===== src/core/pbcs_defines.svh =====
// Offsets, field positions, reset values and masks of the command/status block.
// Assumes inclusion by bare name from the package and the block module.
// Function
// - Command bits 15 to 11 always read as zero.
// - The legacy interrupt disable bit 10 is read-only zero.
// - The back-to-back enable bit 9 always reads as zero.
// - Bit 8 is read/write, resets to 0, and allows error messages for secondary system errors.
// - The stepping control bit 7 is hardwired to zero.
// - Bit 6 is read/write, resets to 0, and allows a poisoned completion or forwarded poisoned write to set status bit 8.
// - A poisoned packet is forwarded to the secondary bus with bad parity regardless of bit 6.
// - The palette snoop bit 5 always reads as zero.
// - Bit 4 is read/write, resets to 0, and promotes memory writes to write-and-invalidate.
// - The special-cycle bit 3 always reads as zero.
// - Bit 2 is read/write, resets to 0, and allows initiating upstream and forwarding upward.
// - With bit 2 clear only error messages are initiated upstream and secondary requests get no response.
// - Bit 1 is read/write, resets to 0; clear means memory requests get unsupported-request.
// - Bit 0 is read/write, resets to 0; clear means I/O requests get unsupported-request.
// - Status bit 8 sets only with bit 6 set on a poisoned completion or poisoned write.
// - Status bit 14 sets when an error message is sent while bit 8 is set.
`ifndef PBCS_DEFINES_SVH
`define PBCS_DEFINES_SVH

// ----------------------------------------------------------------
// Offsets
// ----------------------------------------------------------------
`define PBCS_OFS_COMMAND 12'h004
`define PBCS_OFS_STATUS 12'h006

// ----------------------------------------------------------------
// Command fields
// ----------------------------------------------------------------
`define PBCS_CMD_IO 0
`define PBCS_CMD_MEM 1
`define PBCS_CMD_MASTER 2
`define PBCS_CMD_WINV 4
`define PBCS_CMD_PARITY 6
`define PBCS_CMD_SYSERR 8
`define PBCS_CMD_RW_MASK 16'h0157
`define PBCS_CMD_RESET 16'h0000

// ----------------------------------------------------------------
// Status fields
// ----------------------------------------------------------------
`define PBCS_STS_MPAR 8
`define PBCS_STS_SIGSERR 14
`define PBCS_STS_DETPAR 15
`define PBCS_STS_FIXED 16'h0010
`define PBCS_STS_RW1C_MASK 16'hc100
`define PBCS_STS_RESET 16'h0010

`endif


===== src/core/pbcs_pkg.sv =====
// Types shared by the command/status block.
// Assumes pbcs_defines.svh is on the include path.
`default_nettype none
`include "pbcs_defines.svh"

package pbcs_pkg;
    typedef logic [15:0] pbcs_word_type;
    typedef logic [11:0] pbcs_addr_type;
endpackage

`default_nettype wire


===== src/core/pbcs_command_status.sv =====
// Command and status registers of the bridge function, with request gating.
// Assumes a configuration access port on clk_sys and a raw secondary error pin.
`timescale 1ns/1ps
`default_nettype none
`include "pbcs_defines.svh"

module pbcs_command_status (
    // Clock and reset
    input  wire logic                   clk_sys,
    input  wire logic                   rst,
    // Configuration access
    input  wire logic                   cfgWrite,
    input  wire logic                   cfgRead,
    input  wire pbcs_pkg::pbcs_addr_type cfgAddr,
    input  wire logic [3:0]             cfgByteEn,
    input  wire logic [31:0]            cfgWriteData,
    output logic [31:0]                 cfgReadData,
    output logic                        cfgReadValid,
    // Downstream requests from the primary link
    input  wire logic                   dnReqValid,
    input  wire logic                   dnReqIsIo,
    input  wire logic                   dnReqIsWrite,
    input  wire logic                   dnReqPoisoned,
    output logic                        dnForward,
    output logic                        dnUnsupported,
    output logic                        dnPromoteWinv,
    output logic                        dnBadParity,
    // Completions from the primary link
    input  wire logic                   cplValid,
    input  wire logic                   cplPoisoned,
    output logic                        cplBadParity,
    // Secondary bus side
    input  wire logic                   serr_n,
    input  wire logic                   secReqValid,
    output logic                        secForward,
    output logic                        secIgnore,
    output logic                        errMsgSend,
    // Command levels
    output logic                        upInitAllow
);

    // ----------------------------------------------------------------
    // Decode
    // ----------------------------------------------------------------
    // True when the byte address falls inside the command/status dword.
    function automatic logic hitsWord(input pbcs_pkg::pbcs_addr_type a);
        pbcs_pkg::pbcs_addr_type base;
        base = `PBCS_OFS_COMMAND;
        hitsWord = (a[11:2] == base[11:2]);
    endfunction

    // Widens two byte enables into a mask over one 16-bit half.
    function automatic pbcs_pkg::pbcs_word_type laneBits(input logic [1:0] be);
        laneBits = {{8{be[1]}}, {8{be[0]}}};
    endfunction

    // Selects the space enable that governs a downstream request.
    function automatic logic spaceOpen(input logic isIo, input pbcs_pkg::pbcs_word_type cmd);
        spaceOpen = isIo ? cmd[`PBCS_CMD_IO] : cmd[`PBCS_CMD_MEM];
    endfunction

    // ----------------------------------------------------------------
    // Error pin synchroniser
    // ----------------------------------------------------------------
    logic [2:0] serrSync;
    logic       serrLevel;
    logic [2:0] next_serrSync;
    logic       next_serrLevel;
    logic       serrAssert;

    always_comb begin
        next_serrSync = {serrSync[1:0], serr_n};
        next_serrLevel = serrLevel;
        if (serrSync[1] == serrSync[2]) begin
            next_serrLevel = serrSync[2];
        end
        serrAssert = serrLevel && !next_serrLevel;
    end

    always_ff @(posedge clk_sys) begin
        if (rst) begin
            serrSync <= 3'h7;
            serrLevel <= 1'b1;
        end else begin
            serrSync <= next_serrSync;
            serrLevel <= next_serrLevel;
        end
    end

    // ----------------------------------------------------------------
    // Access decode
    // ----------------------------------------------------------------
    logic                    wrHit;
    logic                    rdHit;
    pbcs_pkg::pbcs_word_type cmdWrMask;
    pbcs_pkg::pbcs_word_type stsClear;

    always_comb begin
        wrHit = cfgWrite && hitsWord(cfgAddr);
        rdHit = cfgRead && hitsWord(cfgAddr);
        // Only the writable command fields ever see a write enable.
        cmdWrMask = laneBits(cfgByteEn[1:0]) & `PBCS_CMD_RW_MASK;
        // Status is write-one-to-clear through its two upper lanes.
        stsClear = 16'h0000;
        if (wrHit) begin
            stsClear = laneBits(cfgByteEn[3:2]) & cfgWriteData[31:16];
        end
    end

    // ----------------------------------------------------------------
    // Command register
    // ----------------------------------------------------------------
    pbcs_pkg::pbcs_word_type command;
    pbcs_pkg::pbcs_word_type next_command;

    always_comb begin
        next_command = command;
        if (wrHit) begin
            next_command = (command & ~cmdWrMask) |
                           (cfgWriteData[15:0] & cmdWrMask);
        end
        // Bits outside the writable mask never change from zero.
        next_command = next_command & `PBCS_CMD_RW_MASK;
    end

    always_ff @(posedge clk_sys) begin
        if (rst) begin
            command <= `PBCS_CMD_RESET;
        end else begin
            command <= next_command;
        end
    end

    // ----------------------------------------------------------------
    // Request qualification
    // ----------------------------------------------------------------
    logic fwdNow;
    logic poisonedWrFwd;
    logic cplPoison;
    logic sendMsg;

    always_comb begin
        // Every decision uses the command value held before this edge.
        fwdNow = dnReqValid && spaceOpen(dnReqIsIo, command);
        poisonedWrFwd = fwdNow && dnReqIsWrite && dnReqPoisoned;
        cplPoison = cplValid && cplPoisoned;
        sendMsg = serrAssert && command[`PBCS_CMD_SYSERR];
    end

    // ----------------------------------------------------------------
    // Status register
    // ----------------------------------------------------------------
    pbcs_pkg::pbcs_word_type status;
    pbcs_pkg::pbcs_word_type next_status;
    pbcs_pkg::pbcs_word_type stsSet;

    always_comb begin
        stsSet = 16'h0000;
        stsSet[`PBCS_STS_DETPAR] = (dnReqValid && dnReqPoisoned) || cplPoison;
        stsSet[`PBCS_STS_MPAR] = command[`PBCS_CMD_PARITY] &&
                                 (cplPoison || poisonedWrFwd);
        stsSet[`PBCS_STS_SIGSERR] = sendMsg;
        // A set in the same cycle as a clear wins, so no event is lost.
        next_status = ((status & ~stsClear) | stsSet) & `PBCS_STS_RW1C_MASK;
        next_status = next_status | `PBCS_STS_FIXED;
    end

    always_ff @(posedge clk_sys) begin
        if (rst) begin
            status <= `PBCS_STS_RESET;
        end else begin
            status <= next_status;
        end
    end

    // ----------------------------------------------------------------
    // Read port
    // ----------------------------------------------------------------
    logic [31:0] next_readData;
    logic        next_readValid;

    always_comb begin
        // Unmapped addresses return zero rather than stale data.
        next_readData = 32'h0000_0000;
        if (rdHit) begin
            next_readData = {status, command};
        end
        next_readValid = cfgRead;
    end

    always_ff @(posedge clk_sys) begin
        if (rst) begin
            cfgReadData <= 32'h0000_0000;
            cfgReadValid <= 1'b0;
        end else begin
            cfgReadData <= next_readData;
            cfgReadValid <= next_readValid;
        end
    end

    // ----------------------------------------------------------------
    // Downstream answers
    // ----------------------------------------------------------------
    logic next_dnForward;
    logic next_dnUnsupported;
    logic next_dnPromoteWinv;
    logic next_dnBadParity;

    always_comb begin
        next_dnForward = fwdNow;
        next_dnUnsupported = dnReqValid && !fwdNow;
        next_dnPromoteWinv = fwdNow && !dnReqIsIo && dnReqIsWrite &&
                             command[`PBCS_CMD_WINV];
        // Poison travels on whatever the parity response setting says.
        next_dnBadParity = fwdNow && dnReqPoisoned;
    end

    always_ff @(posedge clk_sys) begin
        if (rst) begin
            dnForward <= 1'b0;
            dnUnsupported <= 1'b0;
            dnPromoteWinv <= 1'b0;
            dnBadParity <= 1'b0;
        end else begin
            dnForward <= next_dnForward;
            dnUnsupported <= next_dnUnsupported;
            dnPromoteWinv <= next_dnPromoteWinv;
            dnBadParity <= next_dnBadParity;
        end
    end

    // ----------------------------------------------------------------
    // Completion answers
    // ----------------------------------------------------------------
    logic next_cplBadParity;

    always_comb begin
        next_cplBadParity = cplPoison;
    end

    always_ff @(posedge clk_sys) begin
        if (rst) begin
            cplBadParity <= 1'b0;
        end else begin
            cplBadParity <= next_cplBadParity;
        end
    end

    // ----------------------------------------------------------------
    // Secondary answers
    // ----------------------------------------------------------------
    logic next_secForward;
    logic next_secIgnore;

    always_comb begin
        next_secForward = secReqValid && command[`PBCS_CMD_MASTER];
        next_secIgnore = secReqValid && !command[`PBCS_CMD_MASTER];
    end

    always_ff @(posedge clk_sys) begin
        if (rst) begin
            secForward <= 1'b0;
            secIgnore <= 1'b0;
        end else begin
            secForward <= next_secForward;
            secIgnore <= next_secIgnore;
        end
    end

    // ----------------------------------------------------------------
    // Error message
    // ----------------------------------------------------------------
    logic next_errMsgSend;

    always_comb begin
        next_errMsgSend = sendMsg;
    end

    always_ff @(posedge clk_sys) begin
        if (rst) begin
            errMsgSend <= 1'b0;
        end else begin
            errMsgSend <= next_errMsgSend;
        end
    end

    // ----------------------------------------------------------------
    // Master level
    // ----------------------------------------------------------------
    logic next_upInitAllow;

    always_comb begin
        // The level follows a write at the same edge the register takes it.
        next_upInitAllow = next_command[`PBCS_CMD_MASTER];
    end

    always_ff @(posedge clk_sys) begin
        if (rst) begin
            upInitAllow <= 1'b0;
        end else begin
            upInitAllow <= next_upInitAllow;
        end
    end

endmodule // pbcs_command_status

`default_nettype wire


===== config.mk =====
export PLATFORM = sky130hd
export DESIGN_NAME = pbcs_command_status
export DESIGN_NICKNAME = d
export VERILOG_FILES = /design/src/core/pbcs_pkg.sv /design/src/core/pbcs_command_status.sv
export VERILOG_INCLUDE_DIRS = /design/src /design/src/core
export SDC_FILE = /design/constraint.sdc
export NUM_CORES = 1
export LEC_CHECK = 0
export BUFFER_PORTS_ARGS = -buffer_cell sky130_fd_sc_hd__buf_2
export CORE_ASPECT_RATIO = 1.1
export CORE_UTILIZATION = 38
export CTS_BUF_LIST = sky130_fd_sc_hd__clkbuf_16
export DETAILED_ROUTE_END_ITERATION = 10
export PLACE_DENSITY = 0.86
export SLEW_MARGIN = 20
export SYNTH_ARGS = -nofsm -noshare
export SYNTH_HDL_FRONTEND = slang
export SYNTH_SLANG_ARGS = --single-unit

===== constraint.sdc =====
create_clock -name clk_sys -period 2.1 [get_ports clk_sys]
set_input_delay 0.105 -clock clk_sys [delete_from_list [all_inputs] [get_ports clk_sys]]
set_output_delay 0.105 -clock clk_sys [all_outputs]
set_load 0.02 [all_outputs]

# Word level (Yosys, flattened, before mapping)
# Cells that the tools add are included.
[word_totals]
register_bits = 67
out_inout_bits = 42
wordCells = 55
[classes]
eq_ne = 2
mux = 4
bitwise = 9
n_reduce_logical = 24
[ops]
columns = ["op", "count"]
rows = [
  ["16-bit AND", 2],
  ["9-bit AND", 2],
  ["1-bit logical AND", 17],
  ["16-bit two-way mux", 1],
  ["16-bit NOT", 1],
  ["16-bit bitwise OR", 1],
  ["10-bit by 1-bit equality test with 1-bit output (second input constant)", 1],
  ["9-bit NOT", 1],
  ["9-bit bitwise OR", 1],
  ["1-bit zero test", 4],
  ["3-bit two-way mux", 1],
  ["1-bit logical OR", 2],
  ["1-bit two-way mux", 2],
  ["2-bit OR reduction", 1],
  ["1-bit equality test", 1],
  ["1-bit NOT", 1],
]

# Logic depth before layout (Yosys ltp)
[depth]
ltp_word = 7
mapped_depth = 5

# Worst setup path after synthesis
# OpenSTA, ideal clock, no wires.
[synth_path]
path_kind = "input-to-reg"
from = "in cfgAddr[9]"
to = "reg status[14]"
setup_time_ns = 0.116
arrival_ns = 1.462
t_required_ns = 1.984
setup_slack_ns = 0.522
stages = 4
path_buffers = 1
cell_sequence = "or4_4 > buf_6 > or4_1 > a31o_1"
[synth_via]
elab_chain_len = 6
[synth_rtl]
columns = ["element", "line_no", "source"]
rows = [
  ["start: declaration", "pbcs_command_status.sv:14", "input wire pbcs_pkg::pbcs_addr_type cfgAddr,"],
  ["10-bit by 1-bit equality test with 1-bit output", "pbcs_command_status.sv:49", "hitsWord = (a[11:2] == base[11:2]);"],
  ["1-bit logical AND", "pbcs_command_status.sv:99", "wrHit = cfgWrite && hitsWord(cfgAddr);"],
  ["16-bit two-way mux", "pbcs_command_status.sv:105", "if (wrHit) begin"],
  ["16-bit NOT", "pbcs_command_status.sv:164", "next_status = ((status & ~stsClear) | stsSet) & `PBCS_STS_RW1C_MASK;"],
  ["16-bit AND", "pbcs_command_status.sv:164", ""],
  ["16-bit bitwise OR", "pbcs_command_status.sv:164", ""],
  ["end signal: assignment", "pbcs_command_status.sv:170", "status <= `PBCS_STS_RESET;"],
  ["end signal: assignment", "pbcs_command_status.sv:172", "status <= next_status;"],
  ["end: declaration", "pbcs_command_status.sv:153", "pbcs_pkg::pbcs_word_type status;"],
]
# Every way passes these cells.
# A chain may end at the register's enable or synchronous reset.

# Worst setup path in the final report
[layout_path]
from = "in cfgAddr[11]"
to = "reg status[14]"
# Same word-level chain as after synthesis.

==> summary.txt <==
Drt
  • Post-route ant nets: 0
  • Via-to-Cell Ratio: 4.54
  • WL final: 2.23 mm
  • Post-DR wirelength/cell: roughly 10 um
  • Count of routing violations after the opening detailed-route iteration: 29
  • Via count: between 900 and 1000
  • DRC violation count after routing: 6
  • Drt pass-1 iters: 7

Placement
  • Standard cell area after detailed placement: about 0.0015 mm2
  • Routability congestion estimate: between 0.7 and 0.8
  • Estimated wirelength of the detail-placed design: about 1.7 mm
  • IO buf count: 53

Floorplanning
  • Standard cell core area: about 0.0032 mm2
  • Width of the die: about 58 um
  • Die area: about 0.0036 mm2
  • Effective utilization at floorplan: between 40% and 50%
  • Number of standard-cell rows in the floorplan: 21
  • Die Y-Extent: around 63 um
  • I/O Pins: about 100

Setup path
  • Critical path endpoint category: register
  • Type of element launching the critical path: input pin
  • WS Path Type: in -> reg
  • Slack of the worst reg-to-reg path: about 1100 ps
  • Total buffers and inverters traversed by the critical path: 1
  • Crit path largest cell delay: 680 ps
  • CP Max Fanout: 6
  • R2R Path Start: serrSync[1]
  • Crit path launch: cfgAddr[11]
  • Cell with the largest stage delay on the worst path: or4b_1
  • Cell-by-cell trace of the critical path: buf_2, or4b_1, or4_1, a31o_1
  • Worst path arrival time: approximately 1600 ps
  • Dominant delay contributor by cell family on the critical path: simple AND/OR/NAND/NOR gates
  • Crit path required time: between 2000 and 2500 ps

Synthesis
  • Number of enable-type register cells in the synthesized netlist: 0
  • Leading post-synthesis cells by cell area: dfxtp_1, buf_4, nand2_1, mux2i_1, and2_1
  • Leading register cell type out of synthesis: dfxtp_1
  • Count of state elements after synthesis: 32
  • Share of synthesized area occupied by flip-flops and latches: 49.5%
  • Synthesized instance count: between 100 and 150
  • Cell with the most instances after synthesis: dfxtp_1
  • Number of distinct library cells after synthesis: 33
  • YS warnings: 0
  • Area leader, netlist: dfxtp_1
  • Proportion of synthesized flip-flops having asynchronous set or reset: 0%
  • Post-synth design cell area: between 0.001 and 0.0015 mm2
  • Share of the synthesized area in the top cell type: between 40% and 50%
  • Avg Cell Area, Syn: 9.88 um2
  • Commonest cells in the netlist: dfxtp_1, buf_4, nand2_1

Global route
  • First-pass GRT wire length: approximately 3.6 mm
  • Number of antenna violations at the first check in global routing: 0
  • Maximum number of pins on one net before global-route repair: 18
  • Global-route total usage across every layer: 13.8%
  • Via count of the first global-routing pass: roughly 880
  • Total congestion overflow: 0

Power
  • Internal power: between 1 and 1.5 mW
  • Sw frac: a little over a fifth
  • Power Density: approximately 850 mW/mm2
  • Switching Power: just under 300 uW
  • Gate power share: 7.9%
  • Clock Power Share: between 40% and 50%
  • Part of the total power dissipated in sequential elements: 45.1%
  • Peak supply drop: about 290 uV
  • LEAKAGE: a little under 0.8 nW

Finish
  • Cell area after layout: about 0.0016 mm2
  • Layout cells sized above 1: a little under two fifths
  • Inserted Diodes: 0
  • Syn-to-layout area delta: 25.2%
  • # nets final: 245

STA
  • Actual transition at the worst max-transition pin: around 500 ps
  • Total setup violations reported at the end of the flow: 0
  • Max frequency: around 700 MHz
  • Post-layout min period: 1470 ps
  • Clock skew: 3.30 ps
  • Worst rel slew slack: 66.1%
  • Final Hold Fails: 0
  • Count of final max-slew check failures: 0
  • Share of the clock period used by the worst path after layout: between 70% and 80%
  • Unrepaired setup endpoints after global routing: false
  • Fin Setup TNS: 0 ps

Worst hold path
  • Path class of the lowest-slack min-delay path: in -> reg
  • Worst hold start: serr_n

CTS
  • Clock transition at path regs: about 40 ps
  • Number of buffers inserted by hold repair at cts: 0
  • Clock buffer count from CTS: 5
  • Clock latency on the worst-skew pair: 270 ps
  • Maximum clock insertion buffer count: 2
  • Number of gates given a new drive strength after cts: 0
  • Sink Count: 32
  • Post-CTS repair timing setup buffer count: 0
  • Cell at the root of the clock tree: clkbuf_16
  • H-tree depth: 2
  • CTS tree: built

Run status
  • Violated checks: DRC
  • Status: finished, violations left

Flow run
  • Max-cap violations: 0
## logic make-up (layout without fill, tap and decap cells)
group | Yosys count | after routing | synth area share, %
buf+inv | 29 | 62 | 15.5
mux | 7 | 7 | 5.51
flops | 32 | 32 | 49.5
other cells | 1 | 22 | 0.290
compound gates | 7 | 7 | 3.87
simple gates | 55 | 55 | 25.3
## cell usage in the layout (no fill, tap or decap), types with 2 or more instances in the layout
cell       Yosys  routed
buf_2          1      53
dfxtp_1       32      32
conb_1         1      22
nand2_1       20      20
and2_1         9       9
mux2i_1        6       6
clkbuf_16      0       5
or2_2          4       4
nor2_1         4       4
nor4_1         3       3
nand3_1        2       2
and3_1         2       2
nor2b_1        2       2
nor3b_1        2       2
clkinv_1       0       2
## worst reg2reg max path: cells and delay by family (launching register included)
family	cells	cell delay [ps]
and+or+nand+nor	2	530
AOI/OAI and AO/OA	1	120
DFF	1	310
## worst paths after layout
path | endpoint | cells after the start
hold / removal | serrSync[0] | 2
setup reg to reg | status[14] | 3
hold reg to reg | serrSync[1] | 1
setup / recovery | status[14] | 4
## routing by layer
layer / share of wire (%) / vias to the layer above / GRT usage [%]
met2: 48 / 57 / 23.1
met5: 0 / - / 0
met3: 11 / 8 / 6.78
li1: - / 497 / -
met4: 3.0 / 0 / 11.3
met1: 37 / 432 / 12.1
## stage by stage
stage,setup WS (ps),hold slack [ps],total power [mW],utilization [%],std cells
final,629,22.7,1.37,51.4,219
after global routing,566,25.5,1.43,51.4,219
after CTS,633,17.4,1.39,51.4,219
after detailed placement,349,298,0.739,47.2,212
after global placement,356,288,0.738,47.2,212
after floorplan,522,209,0.732,-,152
## power by group through the flow
stage	Combinational [mW]	Clock, mW	Sequential [mW]
6_report	0.109	0.645	0.619
5_1_grt	0.118	0.696	0.619
4_1_cts	0.109	0.662	0.619
3_5_place_dp	0.109	0	0.631
3_3_place_gp	0.108	0	0.631
2_1_floorplan	0.0968	0	0.635
## area by class of cell
cell class | instances | area [um2]
multi-input combinational | 91 | 532
clock buffer | 5 | 125
clock inverter | 2 | 7.51
inverter | 2 | 7.51
sequential | 32 | 641
fill | 281 | 1530
tap | 34 | 42.5
timing repair buffer | 53 | 265
Note: power is estimated with default switching activity, not from simulation.
